$ cat src/include/nvsc_pkg.sv
// Purpose: constants and types for the nonvolatile SRAM store/recall host controller
// Assumes: 10 MHz sys_clk_i, asynchronous SRAM bus with active-low strobes
// Notes: timing counts derive from printed times and the clock period
package nvsc_pkg;
  localparam int unsigned ADDR_W = 15;
  localparam int unsigned DATA_W = 8;
  localparam int unsigned SEQ_W = 14;
  localparam int unsigned CLK_PERIOD_NS = 100;
  // trigger addresses, compared on the low 14 bits
  localparam logic [SEQ_W-1:0] SEQ_ADDR0 = 14'h0E38;
  localparam logic [SEQ_W-1:0] SEQ_ADDR1 = 14'h31C7;
  localparam logic [SEQ_W-1:0] SEQ_ADDR2 = 14'h03E0;
  localparam logic [SEQ_W-1:0] SEQ_ADDR3 = 14'h3C1F;
  localparam logic [SEQ_W-1:0] SEQ_ADDR4 = 14'h303F;
  localparam logic [SEQ_W-1:0] SEQ_STORE = 14'h0FC0;
  localparam logic [SEQ_W-1:0] SEQ_RECALL = 14'h0C63;
  // times in their own units
  localparam int unsigned STORE_DURATION_MS = 10;
  localparam int unsigned SOFT_RECALL_DURATION_US = 20;
  localparam int unsigned POWERUP_RECALL_DURATION_US = 550;
  localparam int unsigned CYCLE_TIME_NS = 45;
  // least times round up to whole cycles
  localparam int unsigned STORE_CYC = (STORE_DURATION_MS * 1000000 + CLK_PERIOD_NS - 1)
                                      / CLK_PERIOD_NS;
  localparam int unsigned SOFT_RECALL_CYC = (SOFT_RECALL_DURATION_US * 1000 + CLK_PERIOD_NS - 1)
                                            / CLK_PERIOD_NS;
  localparam int unsigned POWERUP_RECALL_CYC =
    (POWERUP_RECALL_DURATION_US * 1000 + CLK_PERIOD_NS - 1) / CLK_PERIOD_NS;
  localparam int unsigned PHASE_CYC = (CYCLE_TIME_NS + CLK_PERIOD_NS - 1) / CLK_PERIOD_NS;
  localparam int unsigned CNT_W = 17;
  localparam logic [CNT_W-1:0] PHASE_CNT = CNT_W'(PHASE_CYC);
  // select held one cycle longer so read data clears the synchroniser
  localparam logic [CNT_W-1:0] HOLD_CNT = CNT_W'(PHASE_CYC + 1);

  typedef enum logic [1:0] {
    NVSC_OP_READ = 2'h0,
    NVSC_OP_WRITE = 2'h1,
    NVSC_OP_STORE = 2'h2,
    NVSC_OP_RECALL = 2'h3
  } nvsc_op_t;

  typedef struct packed {
    nvsc_op_t op;
    logic [ADDR_W-1:0] addr;
    logic [DATA_W-1:0] wdata;
  } nvsc_req_t;

  typedef struct packed {
    logic ce_n;
    logic we_n;
    logic oe_n;
    logic [ADDR_W-1:0] addr;
  } nvsc_bus_t;

  typedef enum logic [2:0] {
    NVSC_IDLE = 3'h0,
    NVSC_SETUP = 3'h1,
    NVSC_STROBE = 3'h2,
    NVSC_HOLD = 3'h3,
    NVSC_WAIT = 3'h4,
    NVSC_PWRUP = 3'h5
  } nvsc_state_t;
endpackage : nvsc_pkg

$ cat src/rtl/nvsc_host.sv
// Purpose: host controller driving a nonvolatile SRAM, with store and recall sequences
// Assumes: one request at a time; a request is taken when req_valid_i and req_ready_o are both high
// Notes: every SRAM access is chip-select controlled; address moves only with ce_n high
`timescale 1ns/1ps
module nvsc_host
  import nvsc_pkg::*;
#(
  parameter int unsigned STORE_WAIT = STORE_CYC,
  parameter int unsigned PWRUP_WAIT = POWERUP_RECALL_CYC
) (
  input wire logic sys_clk_i,
  input wire logic nrst_i,
  input wire logic req_valid_i,
  input wire nvsc_req_t req_i,
  input wire logic supply_good_i,
  output logic req_ready_o,
  output logic rsp_valid_o,
  output logic [DATA_W-1:0] rsp_data_o,
  output logic busy_o,
  output logic ce_n_o,
  output logic we_n_o,
  output logic oe_n_o,
  output logic [ADDR_W-1:0] addr_o,
  output logic [DATA_W-1:0] dq_o,
  output logic dq_oe_o,
  input wire logic [DATA_W-1:0] dq_i
);
  nvsc_state_t state_reg, state_next;
  nvsc_bus_t bus_reg, bus_next;
  nvsc_op_t op_reg;
  logic [DATA_W-1:0] wdata_reg;
  logic [CNT_W-1:0] cnt_reg;
  logic [2:0] step_reg;
  logic ready_reg, rsp_reg, busy_reg, dqoe_reg;
  logic [DATA_W-1:0] rdata_reg;
  logic sg_meta_reg, sg_sync_reg;
  logic [DATA_W-1:0] dq_meta_reg, dq_sync_reg;
  logic [ADDR_W-1:0] cur_addr;
  logic is_seq, seq_last, cnt_zero, take;
  logic [CNT_W-1:0] wait_cnt;

  // address of the given step of a trigger sequence
  function automatic logic [ADDR_W-1:0] seq_addr(input logic [2:0] s, input nvsc_op_t op);
    logic [SEQ_W-1:0] a;
    a = SEQ_ADDR0;
    case (s)
      3'h0: a = SEQ_ADDR0;
      3'h1: a = SEQ_ADDR1;
      3'h2: a = SEQ_ADDR2;
      3'h3: a = SEQ_ADDR3;
      3'h4: a = SEQ_ADDR4;
      default: a = (op == NVSC_OP_STORE) ? SEQ_STORE : SEQ_RECALL;
    endcase
    return {1'b0, a};
  endfunction : seq_addr

  assign is_seq = (op_reg == NVSC_OP_STORE) || (op_reg == NVSC_OP_RECALL);
  assign seq_last = (step_reg == 3'h5);
  assign cnt_zero = (cnt_reg == '0);
  assign take = req_valid_i && ready_reg;
  assign cur_addr = is_seq ? seq_addr(step_reg, op_reg) : bus_reg.addr;
  assign wait_cnt = (op_reg == NVSC_OP_STORE) ? CNT_W'(STORE_WAIT)
                                              : CNT_W'(SOFT_RECALL_CYC);

  always_comb begin
    state_next = state_reg;
    bus_next = bus_reg;
    case (state_reg)
      NVSC_PWRUP: if (sg_sync_reg && cnt_zero) state_next = NVSC_IDLE;
      NVSC_IDLE: if (take) state_next = NVSC_SETUP;
      NVSC_SETUP: begin
        // address set while deselected
        bus_next.addr = cur_addr;
        bus_next.we_n = (op_reg != NVSC_OP_WRITE);
        bus_next.oe_n = (op_reg != NVSC_OP_READ);
        if (cnt_zero) state_next = NVSC_STROBE;
      end
      NVSC_STROBE: begin
        bus_next.ce_n = 1'b0;
        state_next = NVSC_HOLD;
      end
      NVSC_HOLD: if (cnt_zero) begin
        // one falling edge per access, released before the next
        bus_next.ce_n = 1'b1;
        bus_next.we_n = 1'b1;
        bus_next.oe_n = 1'b1;
        if (is_seq && !seq_last) state_next = NVSC_SETUP;
        else if (is_seq) state_next = NVSC_WAIT;
        else state_next = NVSC_IDLE;
      end
      NVSC_WAIT: if (cnt_zero) state_next = NVSC_IDLE;
      default: state_next = NVSC_IDLE;
    endcase
  end

  always_ff @(posedge sys_clk_i) begin
    sg_meta_reg <= supply_good_i;
    sg_sync_reg <= sg_meta_reg;
    dq_meta_reg <= dq_i;
    dq_sync_reg <= dq_meta_reg;
  end

  always_ff @(posedge sys_clk_i) begin
    if (!nrst_i) begin
      state_reg <= NVSC_PWRUP;
      bus_reg <= '{ce_n: 1'b1, we_n: 1'b1, oe_n: 1'b1, addr: '0};
      op_reg <= NVSC_OP_READ;
      wdata_reg <= '0;
      cnt_reg <= CNT_W'(PWRUP_WAIT);
      step_reg <= '0;
      ready_reg <= 1'b0;
      rsp_reg <= 1'b0;
      busy_reg <= 1'b1;
      dqoe_reg <= 1'b0;
      rdata_reg <= '0;
    end else begin
      state_reg <= state_next;
      bus_reg <= bus_next;
      rsp_reg <= 1'b0;
      case (state_reg)
        NVSC_PWRUP: begin
          // count only once the supply reads good
          if (!sg_sync_reg) cnt_reg <= CNT_W'(PWRUP_WAIT);
          else if (!cnt_zero) cnt_reg <= cnt_reg - 1'b1;
          if (sg_sync_reg && cnt_zero) begin
            ready_reg <= 1'b1;
            busy_reg <= 1'b0;
          end
        end
        NVSC_IDLE: begin
          // write data held past the select rising edge
          dqoe_reg <= 1'b0;
          if (take) begin
            op_reg <= req_i.op;
            wdata_reg <= req_i.wdata;
            bus_reg.addr <= req_i.addr;
            step_reg <= '0;
            cnt_reg <= PHASE_CNT;
            ready_reg <= 1'b0;
            busy_reg <= 1'b1;
          end
        end
        NVSC_SETUP: begin
          cnt_reg <= cnt_zero ? PHASE_CNT : cnt_reg - 1'b1;
          dqoe_reg <= (op_reg == NVSC_OP_WRITE);
        end
        NVSC_STROBE: cnt_reg <= HOLD_CNT;
        NVSC_HOLD: begin
          if (!cnt_zero) cnt_reg <= cnt_reg - 1'b1;
          else begin
            if (is_seq && !seq_last) begin
              step_reg <= step_reg + 3'h1;
              cnt_reg <= PHASE_CNT;
            end else if (is_seq) begin
              cnt_reg <= wait_cnt;
            end else begin
              if (op_reg == NVSC_OP_READ) rdata_reg <= dq_sync_reg;
              rsp_reg <= (op_reg == NVSC_OP_READ);
              ready_reg <= 1'b1;
              busy_reg <= 1'b0;
            end
          end
        end
        NVSC_WAIT: begin
          if (!cnt_zero) cnt_reg <= cnt_reg - 1'b1;
          else begin
            ready_reg <= 1'b1;
            busy_reg <= 1'b0;
          end
        end
        default: ;
      endcase
    end
  end

  assign req_ready_o = ready_reg;
  assign rsp_valid_o = rsp_reg;
  assign rsp_data_o = rdata_reg;
  assign busy_o = busy_reg;
  assign ce_n_o = bus_reg.ce_n;
  assign we_n_o = bus_reg.we_n;
  assign oe_n_o = bus_reg.oe_n;
  assign addr_o = bus_reg.addr;
  assign dq_o = wdata_reg;
  assign dq_oe_o = dqoe_reg;
endmodule : nvsc_host

$ cat config.mk
export PLATFORM = sky130hd
export DESIGN_NAME = nvsc_host
export DESIGN_NICKNAME = d
export VERILOG_FILES = /design/src/include/nvsc_pkg.sv /design/src/rtl/nvsc_host.sv
export SDC_FILE = /design/constraint.sdc
export NUM_CORES = 1
export LEC_CHECK = 0
export ABC_AREA = 1
export BUFFER_PORTS_ARGS = -buffer_cell sky130_fd_sc_hd__buf_2
export CAP_MARGIN = 20
export CORE_MARGIN = 8
export CORE_UTILIZATION = 25
export CTS_CLUSTER_SIZE = 20
export DETAILED_ROUTE_END_ITERATION = 8
export PLACE_DENSITY = 0.41
export SLEW_MARGIN = 10
export SYNTH_ARGS = -nofsm -noshare
export SYNTH_HDL_FRONTEND = slang
export SYNTH_SLANG_ARGS = --single-unit
$ cat constraint.sdc
create_clock -name sys_clk_i -period 3 [get_ports sys_clk_i]
set_input_delay 0.15 -clock sys_clk_i [delete_from_list [all_inputs] [get_ports sys_clk_i]]
set_output_delay 0.15 -clock sys_clk_i [all_outputs]
set_load 0.1 [all_outputs]
After elaboration in Yosys (flattened, before gate mapping) --
Index checks and enable logic that the tools add are counted.
Storage, ports and cells: register bits after elaboration 81, input port bits 37, output and inout port bits 38, word-level logic and storage cells 118
Cells by class: add/sub/neg operators 2, eq/ne operators 23, mux-type cells 45, bitwise logic cells 5, reduce and logical (&&, ||, !) cells 25
Operators with widths (number):
- $mux W17 | 8
- $pmux W17 S6 | 1
- $pmux W14 S5 | 1
- $mux W15 | 4
- $mux W3 | 11
- $pmux W3 S6 | 1
- $logic_not A17 Y1 | 1
- $sub A17 B1 Y17 const B | 1
- $ne A2 B2 Y1 const B | 8
- $eq A3 B2 Y1 const B | 4
- $eq A3 B3 Y1 const B | 4
- $mux W1 | 12
- $mux W10 | 1
- $reduce_and A5 Y1 | 2
- $reduce_bool A2 Y1 | 5
- $pmux W1 S4 | 2
- $reduce_and A7 Y1 | 1
- $eq A3 B1 Y1 const B | 2
- $logic_not A3 Y1 | 2
- $pmux W3 S2 | 1
- $reduce_and A2 Y1 | 3
- $reduce_bool A6 Y1 | 1
- $not A1 Y1 | 5
- $reduce_or A5 Y1 | 1
- 14 further kinds | 18

Logic depth before layout (Yosys ltp) --
Gate-level depths: netlist of the first run.
depth after elaboration 7, gate-level depth with buffers 13, mapped depth without buffers 12

Least setup slack after synthesis of the first run --
Ideal clock, no wire load.
kind register to register, start register ready_reg, in the netlist req_ready_o, end register bus_reg, in the netlist addr_o[14], library setup time 129 ps, data arrival time 1939 ps, data required time 2871 ps, path slack 932 ps, cell stages (with the launch flop) 8, buffers on the path 2, clock period less this slack 2068 ps, cell sequence dfxtp_1 -> nand2_1 -> inv_1 -> clkbuf_1 -> nand2_1 -> clkbuf_1 -> o21ai_0 -> a21oi_1
On the way: longest elaborated chain between the ends 3
RTL lines:
- start: declaration | RTL line nvsc_host.sv:34 | logic ready_reg, rsp_reg, busy_reg, dqoe_reg;
- start signal: assignment | RTL line nvsc_host.sv:111 | ready_reg <= 1'b0;
- start signal: assignment | RTL line nvsc_host.sv:126 | ready_reg <= 1'b1;
- start signal: assignment | RTL line nvsc_host.sv:139 | ready_reg <= 1'b0;
- $logic_and A1 B1 Y1 | RTL line nvsc_host.sv:60 | assign take = req_valid_i && ready_reg;
- $mux W15 | RTL line nvsc_host.sv:133 | if (take) begin
- $mux W15 | RTL line nvsc_host.sv:120 | case (state_reg)
- end signal: assignment | RTL line nvsc_host.sv:106 | bus_reg <= '{ce_n: 1'b1, we_n: 1'b1, oe_n: 1'b1, addr: '0};
- end signal: assignment | RTL line nvsc_host.sv:118 | bus_reg <= bus_next;
- end: declaration | RTL line nvsc_host.sv:29 | nvsc_bus_t bus_reg, bus_next;
Every way passes these cells. A chain may end at the register's enable or synchronous reset.

Final worst setup path of the first run --
start register state_reg[0], end register bus_reg, in the netlist addr_o[2]
On the way: longest elaborated chain between the ends 4, elaborated cells between the ends (all ways) 5, classes of those cells eq/ne: 1; mux: 3; reduce/logical: 1
RTL lines:
- start: declaration | RTL line nvsc_host.sv:28 | nvsc_state_t state_reg, state_next;
- start signal: assignment | RTL line nvsc_host.sv:117 | state_reg <= state_next;
- $eq A3 B1 Y1 | RTL line nvsc_host.sv:68 | case (state_reg)
- $mux W15 | RTL line nvsc_host.sv:68
- $mux W15 | RTL line nvsc_host.sv:133
- $mux W15 (*) | RTL line nvsc_host.sv:120
Mark *: on every way between the ends. The rest lies on a longest branch, timed or not.

==> out/results.ini, run 1 <==
[synthesis]
ys_async_sr_fraction_pct=0
syn_avg_cell_area_um2=7.20
seq_area_frac_synth_pct=40.0
syn_nets=607
synth_edf_count=0
yosys.area.top_type=dfxtp_1
synthFlopType=dfxtp_1
syn_inst=563
yosysUniqueCellTypes=40
synth.top_cell.area_share_pct=40.0
yosysWarnings=0
ys_seq_elements=81
netlist_top_cells_area=dfxtp_1 40%, nand2_1 14%, nor2_1 4.8%, inv_1 4.7%, nand3_1 4.7%
synth_area_mm2=0.00406

[job]
maxCapViolations=0

[sta]
hold_violations=0
rsz0062_at_grt=false
max_freq_mhz=419
hold_slack_ns=0.0496
finClkSkew_ns=0.00503
finalCriticalPeriod_ns=2.39
setup-tns-final_ns=0
worst_pin_slew_ns=0.904
relSlewSlack_pct=39.6
fin_crit_sh_pct=79.6
setup_viol=0
finalMaxSlewViolations=0

[status]
status=completed

[clocking]
clk_latency_ns=0.35
postCtsSetupRepairBufs=0
cts_inserted_buffers=9
clockBufferDepth=2
cts.sinks=81
clk_pin_slew_worst_paths_ns=0.06
cts_hold_buf=9
cts.repair.resized=0
cts_root_buf=clkbuf_16
cts_tree=done
cts-htree-levels=3

[global_routing]
grt_max_degree=42
antenna_found_initial=0
grt_pass1_wl_um=19200
track_usage_pct=11.7
grt_overflow=0
grt_pass1_vias=3840

[pwr]
p_leak_nw=2.41
vdd_drop_max_mv=0.263
p_per_area_mw_per_mm2=464

[setup_path]
endpoint_kind=flop
critPathLaunchType=flop
r2r-start=state_reg[0]
cp.arrival_ns=2.62
cp_max_fo=31
path_class=flop to flop
timing.critical_path.from=state_reg[0]
required_ns=3.23

[min_path]
hp-class=input port to flop
hp-start=req_i[10]

[finish]
syn2layout_area_growth_pct=23.3
largest_reg_flops=17
drive_gt1_share_pct=22.0
antennaDiodeCount=0
fin_nets=685
fillers=1733

[routing]
vias=3881
finalWirelength_um=11700
detail-route-antenna-nets=0
firstDrtPassIters=4
drtIter0Drc=207
routedWlPerCell_um=13.5
avgViaCountPerCell=4.50
drcViolationCount=0

[die]
core_mm2=0.0159
std_cell_rows=46
die_y_um=143
dieArea_mm2=0.0206
die_x_um=143
io_pins=75
start_util_pct=25.5

[place]
hpwlAfterDp_um=8620
port_buffers=74
place_congestion=0.788

[final timing paths]
kind	to	slack, ns	cells past startpoint
worst min register to register	dq_sync_reg[5]	0.33	0
worst max register to register	addr_o[2]	0.61	9
worst min-delay path	addr_o[2]	0.05	3
worst max-delay path	addr_o[2]	0.61	9
[area by class of cell]
type,count,area [µm²],share of cell area (%)
clock buffer,9,225,4.50
clock inverter,7,77.6,1.55
inverter,62,235,4.70
multi-input combinational,401,2090,41.7
sequential,81,1620,32.4
tap,216,270,5.41
timing repair buffer,86,483,9.66
[metal layers]
metal	vias to the layer above	track usage, %	routed length [µm]
met4	0	5.59	289
met5	-	0	0
met2	90	18.8	5430
li1	1983	-	-
met3	21	3.15	536
met1	1787	14.3	5410
[cells in the final DEF, fill, tap and decap left out, types with 4 or more instances in the layout]
cell | synthesis | layout
dlygate4sd3_1 | 0 | 9
nand3_1 | 38 | 38
xor2_1 | 4 | 4
a21oi_2 | 4 | 4
nand2_2 | 7 | 7
o21ai_1 | 6 | 6
clkbuf_16 | 0 | 9
dfxtp_1 | 81 | 81
nand2_1 | 150 | 150
a21oi_1 | 32 | 32
nor2_1 | 52 | 52
inv_2 | 9 | 9
buf_2 | 2 | 74
nor2_2 | 8 | 8
o211ai_1 | 8 | 8
o21ai_0 | 30 | 30
ha_1 | 7 | 7
nand4_1 | 13 | 13
inv_1 | 51 | 51
nor2_4 | 5 | 5
a31oi_1 | 9 | 9
[power breakdown]
group | total, W | leakage [nW] | switching, W | internal, W
Sequential | 0.00110 | 0.660 | 0.00000692 | 0.00109
Combinational | 0.0000914 | 1.60 | 0.0000507 | 0.0000406
Clock | 0.00113 | 0.147 | 0.000475 | 0.000653
Total | 0.00232 | 2.41 | 0.000533 | 0.00178
[cells by family (layout without fill, tap and decap cells)]
kind of cell             count (synthesis)  after routing  share of synthesized area (%)
XOR/XNOR                                 4              4                          0.864
adder cells (fa/ha/maj)                  7              7                           2.16
flip-flops                              81             81                           40.0
buffers and inverters                   81            164                           8.55
AND/OR/NAND/NOR                        291            291                           34.0
AO/OA/AOI/OAI                           99             99                           14.4
[cells in the mapped netlist (5+ instances only)]
library cell,count
nor2_4,5
nor2_1,52
o21ai_1,6
nand4_1,13
inv_2,9
nor2_2,8
o211ai_1,8
ha_1,7
nand2_1,150
dfxtp_1,81
a31oi_1,9
inv_1,51
clkbuf_1,12
nand3_1,38
buf_6,5
o21ai_0,30
a21oi_1,32
nand2_2,7
[critical path, cell delays in order (launching register included)]
cell and delay (ns):
dfxtp_1 0.53, inv_2 0.12, nand2_1 0.15, inv_1 0.20
nand2_1 0.73, o21ai_1 0.18, inv_1 0.14, nand2_1 0.06
o211ai_1 0.08, inv_1 0.06
[metrics by stage]
stage	setup slack (ns)	util, %	instance area [µm²]	cells	power [W]
2_1_floorplan	0.932	-	4060	563	0.00117
3_3_place_gp	0.643	29.0	4610	837	0.00120
3_5_place_dp	0.620	29.0	4610	837	0.00121
4_1_cts	0.601	31.5	5000	862	0.00236
5_1_grt	0.291	31.5	5000	862	0.00240
6_report	0.613	31.5	5000	862	0.00232
No activity file was read; power rests on OpenSTA's default activity.
==> run 2: changes to the inputs <==
--- a/config.mk
+++ b/config.mk
@@ -12,7 +12,7 @@
 export CORE_UTILIZATION = 25
 export CTS_CLUSTER_SIZE = 20
 export DETAILED_ROUTE_END_ITERATION = 8
-export PLACE_DENSITY = 0.41
+export PLACE_DENSITY = 0.43
 export SLEW_MARGIN = 10
 export SYNTH_ARGS = -nofsm -noshare
 export SYNTH_HDL_FRONTEND = slang
==> constraint.sdc (replaced) <==
create_clock -name sys_clk_i -period 2.1 [get_ports sys_clk_i]
set_input_delay 0.105 -clock sys_clk_i [delete_from_list [all_inputs] [get_ports sys_clk_i]]
set_output_delay 0.105 -clock sys_clk_i [all_outputs]
set_load 0.1 [all_outputs]
==> run 2 against run 1 <==
Routed wire length is 1.7% higher. Die area stayed put. Critical path depth is 2 higher. Fmax is 25% higher. First-iteration DRC count is 21% higher. Count of clock-buffer cells in the layout is 1 higher. Final area is 3.0% higher. Largest cell class unchanged. Highest routed layer unchanged.
==> out/results.ini, run 2 (synthesis gave the netlist of run 1 again) <==
[die]
start_util_pct=25.5  ; unchanged
std_cell_rows=46  ; unchanged
die_x_um=143  ; unchanged
io_pins=75  ; unchanged
dieArea_mm2=0.0206  ; unchanged
core_mm2=0.0159  ; unchanged
die_y_um=143  ; unchanged

[sta]
finClkSkew_ns=0.00954  ; +0.00451 ns
setup_viol=0  ; unchanged
relSlewSlack_pct=61.7  ; +22 points
fin_crit_sh_pct=91.1  ; +12 points
setup-tns-final_ns=0  ; unchanged
finalCriticalPeriod_ns=1.91  ; -0.474 ns
hold_violations=0  ; unchanged
worst_pin_slew_ns=0.573  ; -0.331 ns
finalMaxSlewViolations=0  ; unchanged
rsz0062_at_grt=false
max_freq_mhz=523  ; +25%

[pwr]
total_power_w=0.00322  ; +39%
p_leak_nw=2.49  ; +3.3%
p_per_area_mw_per_mm2=626  ; +35%
vdd_drop_max_mv=0.302  ; +15%

[clocking]
clockBufferDepth=2  ; unchanged
cts_root_buf=clkbuf_16
clk_latency_ns=0.34  ; about the same
cts-htree-levels=3  ; unchanged
cts.sinks=81  ; unchanged
cts_tree=done
cts_inserted_buffers=9  ; unchanged
clk_pin_slew_worst_paths_ns=0.07  ; about the same

[place]
hpwlAfterDp_um=8830  ; +2.5%
port_buffers=74  ; unchanged
place_congestion=0.838  ; +6.3%

[global_routing]
grt_overflow=0  ; unchanged
antenna_found_initial=0  ; unchanged
grt_pass1_vias=3844  ; +0.10%
grt_max_degree=27  ; -36%
track_usage_pct=12.0  ; +0.22 points
grt_pass1_wl_um=19500  ; +1.9%

[finish]
final_common_cell=nand2_1
post-route-util_pct=32.4  ; +0.95 points
final_cell_mix=150 x nand2_1, 81 x dfxtp_1, 74 x buf_2
fillers=1742  ; +0.52%
fin_nets=702  ; +2.5%
drive_gt1_share_pct=23.4  ; +1.4 points
antennaDiodeCount=0  ; unchanged
syn2layout_area_growth_pct=27.0
largest_reg_flops=17  ; unchanged

[routing]
finalWirelength_um=11900  ; +1.7%
detail-route-antenna-nets=0  ; unchanged
firstDrtPassIters=4  ; unchanged
drtIter0Drc=251  ; +21%
vias=3902  ; +0.54%
drcViolationCount=0  ; unchanged
routedWlPerCell_um=13.5  ; -0.28%
avgViaCountPerCell=4.44  ; -1.4%

[setup_path]
critPathLaunchType=flop
cp_num_buf_inv=2  ; -2
cp_max_fo=10  ; -68%
crit_family=simple AND/OR/NAND/NOR gates
endpoint_kind=flop
critPathSlowestCell=dfxtp_1
required_ns=2.33  ; -0.90 ns
path_class=flop to flop
cpPeakStageDelay_ns=0.32  ; -0.41 ns
cp_cell_sequence=inv_1 -> ha_2 -> nand2_4 -> nor2_8 -> nand3_4 -> nand2_4 -> nand2_1 -> inv_1 -> o21ai_1 -> a21oi_1 -> nor2_1
cp.arrival_ns=2.14  ; -0.48 ns

[job]
maxCapViolations=0  ; unchanged

[min_path]
hp-class=input port to flop

[status]
status=completed

-- run 2: changes by cell type in the layout (fill, tap and decap cells not counted), sizes merged --
cell,previous run,this run
buf,77,89
bufinv,1,0
clkbuf,9,10
dlygate4sd3,9,14
-- run 2: worst paths after layout --
kind	start	end	slack (ns)	cells past startpoint
min	req_i[1]	dq_o[1]	0.04	3
max reg2reg	cnt_reg[0]	step_reg[0]	0.19	11
max	cnt_reg[0]	step_reg[0]	0.19	11
min reg2reg	dq_meta_reg[5]	dq_sync_reg[5]	0.33	0
-- run 2: per-layer routing --
metal | track usage [%] | wire length (µm)
met4 | 5.92 | 273
met1 | 14.4 | 5440
met2 | 19.7 | 5570
met5 | 0 | 0
met3 | 2.65 | 571
-- run 2: power by group --
part           switching [W]  internal (W)  total [W]  leakage, nW
logic              0.0000742     0.0000670   0.000141         1.69
clock network       0.000669      0.000846    0.00151        0.140
registers         0.00000923       0.00156    0.00157        0.660
total               0.000752       0.00247    0.00322         2.49
-- run 2: worst register-to-register path: stages, from the launching register on --
cell and delay, ns:
dfxtp_1 0.32, inv_1 0.10, ha_2 0.25, nand2_4 0.09
nor2_8 0.20, nand3_4 0.18, nand2_4 0.14, nand2_1 0.11
inv_1 0.09, o21ai_1 0.12, a21oi_1 0.15, nor2_1 0.05
-- run 2: final cells by class --
class	count	area [µm²]	share of cell area, %
Timing Repair Buffer	103	648	12.6
Clock buffer	10	239	4.64
Inverter	62	235	4.57
Clock inverter	6	47.5	0.923
Multi-Input combinational cell	401	2090	40.6
Sequential cell	81	1620	31.5
Tap cell	216	270	5.25
-- run 2: through the flow --
stage | hold slack (ns) | setup WS (ns) | instances | instance area (µm²)
floorplan | 0.133 | 0.0324 | 563 | 4060
global placement | 0.207 | 0.213 | 849 | 4720
detailed placement | 0.209 | 0.171 | 849 | 4720
CTS | 0.0191 | 0.153 | 879 | 5150
global route | 0.0360 | 0.0171 | 879 | 5150
finish | 0.0359 | 0.187 | 879 | 5150
-- run 2: timing repair --
item                                    4_1_cts  5_1_grt
endpoints found under the setup margin        0        6
resized for setup                             0        1
hold buffers                                 14        0
hold endpoints to repair                     14        0
setup buffers                                 0        0
==> run 3: changes to the inputs <==
--- a/config.mk
+++ b/config.mk
@@ -12,7 +12,7 @@
 export CORE_UTILIZATION = 25
 export CTS_CLUSTER_SIZE = 20
 export DETAILED_ROUTE_END_ITERATION = 8
-export PLACE_DENSITY = 0.43
+export PLACE_DENSITY = 0.41
 export SLEW_MARGIN = 10
 export SYNTH_ARGS = -nofsm -noshare
 export SYNTH_HDL_FRONTEND = slang
==> constraint.sdc (replaced) <==
create_clock -name sys_clk_i -period 2.47 [get_ports sys_clk_i]
set_input_delay 0.1235 -clock sys_clk_i [delete_from_list [all_inputs] [get_ports sys_clk_i]]
set_output_delay 0.1235 -clock sys_clk_i [all_outputs]
set_load 0.1 [all_outputs]
==> run 3 against run 2 <==
Total power shrank 11%. Combinational power down 20%. Fmax fell by 7.9%. Core utilization is 0.80 points lower. Final area is 2.5% lower. Flip-flop and latch count stayed put. Critical endpoint is now cnt_reg[15]. Final cell count fell by 1.7%. Sequential power fell by 15%. Clock skew increased by 0.0046 ns. Critical path type unchanged. First-iteration DRC count is 15% lower. Largest cell class unchanged.
==> out/results.ini, run 3 (synthesis gave the netlist of run 1 again) <==
[die]
start_util_pct=25.5  ; unchanged
io_pins=75  ; unchanged
dieArea_mm2=0.0206  ; unchanged
core_mm2=0.0159  ; unchanged
die_y_um=143  ; unchanged
die_x_um=143  ; unchanged
std_cell_rows=46  ; unchanged

[finish]
syn2layout_area_growth_pct=23.9
fin_nets=687  ; -2.1%
regArea_mm2=0.00162  ; unchanged
fillers=1782  ; +2.3%
multi_input_area_mm2=0.00209  ; -0.12%
post-route-util_pct=31.6  ; -0.80 points
largest_reg_flops=17  ; unchanged
final_cell_mix=150 x nand2_1, 81 x dfxtp_1, 74 x buf_2
drive_gt1_share_pct=22.2  ; -1.2 points
final_common_cell=nand2_1
antennaDiodeCount=0  ; unchanged

[clocking]
cts-htree-levels=3  ; unchanged
cts.repair.resized=0  ; unchanged
cts_tree=done
clk_pin_slew_worst_paths_ns=0.07  ; about the same
clockBufferDepth=2  ; unchanged
postCtsSetupRepairBufs=0  ; unchanged
cts.sinks=81  ; unchanged
cts_inserted_buffers=9  ; unchanged
cts_root_buf=clkbuf_16
clk_latency_ns=0.35  ; about the same

[routing]
firstDrtPassIters=6  ; +2
routedWlPerCell_um=14.0  ; +3.6%
drtIter0Drc=213  ; -15%
vias=3845  ; -1.5%
avgViaCountPerCell=4.45  ; +0.25%
drcViolationCount=0  ; unchanged
detail-route-antenna-nets=0  ; unchanged
finalWirelength_um=12100  ; +1.8%

[global_routing]
grt_overflow=0  ; unchanged
antenna_found_initial=0  ; unchanged
grt_pass1_wl_um=19900  ; +1.9%
grt_pass1_vias=3804  ; -1.0%
track_usage_pct=12.3  ; +0.30 points
grt_max_degree=42  ; +56%

[setup_path]
cp_max_fo=19  ; +9
cp.arrival_ns=2.30  ; +0.16 ns
path_class=flop to flop
endpoint_kind=flop
r2r_slack_ns=0.39  ; +0.21 ns
critPathSlowestCell=dfxtp_1
reg2reg_to=cnt_reg[15]
worstRegToRegCells=9  ; -2
cpPeakStageDelay_ns=0.33  ; about the same
cp_cell_sequence=inv_1 -> ha_1 -> nand2_4 -> nor2_8 -> nand3_4 -> nand2_2 -> nand4_1 -> nand2_1 -> a21oi_2
crit_family=simple AND/OR/NAND/NOR gates
required_ns=2.69  ; +0.36 ns
cp_num_buf_inv=1  ; -1
r2r-start=cnt_reg[0]
critPathLaunchType=flop

[place]
place_congestion=0.790  ; -5.8%
hpwlAfterDp_um=8780  ; -0.60%
port_buffers=74  ; unchanged

[status]
status=completed

[sta]
worst_pin_slew_ns=0.889  ; +0.317 ns
relSlewSlack_pct=40.7  ; -21 points
setup-tns-final_ns=0  ; unchanged
setup_viol=0  ; unchanged
finalMaxSlewViolations=0  ; unchanged
finClkSkew_ns=0.0142  ; +0.00464 ns
finalCriticalPeriod_ns=2.08  ; +0.165 ns
max_freq_mhz=481  ; -7.9%
hold_violations=0  ; unchanged
fin_crit_sh_pct=84.1  ; -7.0 points
rsz0062_at_grt=false

[pwr]
p_leak_nw=2.42  ; -2.5%
switching_share_pct=23.2  ; -0.17 points
vdd_drop_max_mv=0.389  ; +29%
seq_power_share_pct=46.5  ; -2.1 points
switchingPower_w=0.000664  ; -12%
combPwrFrac_pct=3.9  ; -0.5 points
intPower_w=0.00220  ; -11%
p_per_area_mw_per_mm2=571  ; -8.8%
clkPwrFrac_pct=49.6  ; +2.6 points

[job]
maxCapViolations=0  ; unchanged

[min_path]
whs_endpoint=addr_o[3]
hp-start=req_i[11]
holdPathStages=3  ; unchanged
hp-class=input port to flop

run 3: changes by cell type in the layout (fill, tap and decap cells not counted), sizes merged:
| cell | previous run | this run |
|---|---|---|
| buf | 89 | 79 |
| bufinv | 0 | 1 |
| clkinv | 3 | 2 |
| clkinvlp | 1 | 0 |
| dlygate4sd3 | 14 | 9 |
| inv | 64 | 65 |
run 3: how the worst max path moves through the flow:
stage,startpoint,end,slack (ns),cells after the start
5_1_grt,cnt_reg[0],cnt_reg[15],0.20,12
6_report,cnt_reg[0],cnt_reg[15],0.39,9
4_1_cts,cnt_reg[0],step_reg[0],0.40,12
2_1_floorplan,req_ready_o,addr_o[14],0.40,7
3_5_place_dp,cnt_reg[0],cnt_reg[15],0.41,9
3_3_place_gp,cnt_reg[0],cnt_reg[9],0.42,9
run 3: per-layer routing:
metal  GRT usage [%]  up-vias  share of wire [%]
li1                -     1993                  -
met3            2.62       12                4.3
met4            4.65        0                1.4
met1            15.8     1759                 47
met2            19.6       81                 47
met5               0        -                  0
run 3: what timing repair did:
| action | in CTS | in global routing |
|---|---|---|
| endpoints found under the hold margin | 9 | 0 |
| endpoints found under the setup margin | 0 | 0 |
| hold buffers | 9 | 0 |
run 3: worst register-to-register path: cells and delay by family, from the launching register on:
family                   cells  cell delay [ns]
flip-flops                   1             0.33
buffers and inverters        1             0.09
adder cells (fa/ha/maj)      1             0.27
AND/OR/NAND/NOR              6             1.20
AO/OA/AOI/OAI                1             0.06
run 3: layout make-up:
| class | count | area share [%] |
|---|---|---|
| sequential | 81 | 32.3 |
| clock buffer | 10 | 4.76 |
| inverter | 62 | 4.68 |
| tap | 216 | 5.38 |
| multi-input combinational | 401 | 41.5 |
| clock inverter | 6 | 1.44 |
| timing repair buffer | 88 | 9.91 |
run 3: per-stage QoR:
step                cell area, µm²  total power, W  cells  hold WS (ns)  setup slack (ns)
detailed placement            4620         0.00147    839         0.227             0.409
CTS                           5020         0.00292    864       0.00891             0.397
global route                  5020         0.00298    864        0.0149             0.201
floorplan                     4060         0.00142    563         0.151             0.402
finish                        5020         0.00287    864        0.0248             0.392
global placement              4620         0.00147    839         0.225             0.419
run 3: power groups by stage:
| stage | registers, W | logic (W) | clock network (W) |
|---|---|---|---|
| after floorplan | 0.00136 | 0.0000553 | 0 |
| after global placement | 0.00136 | 0.000103 | 0 |
| after detailed placement | 0.00136 | 0.000103 | 0 |
| after CTS | 0.00133 | 0.000115 | 0.00147 |
| after global routing | 0.00133 | 0.000128 | 0.00152 |
| final | 0.00133 | 0.000113 | 0.00142 |
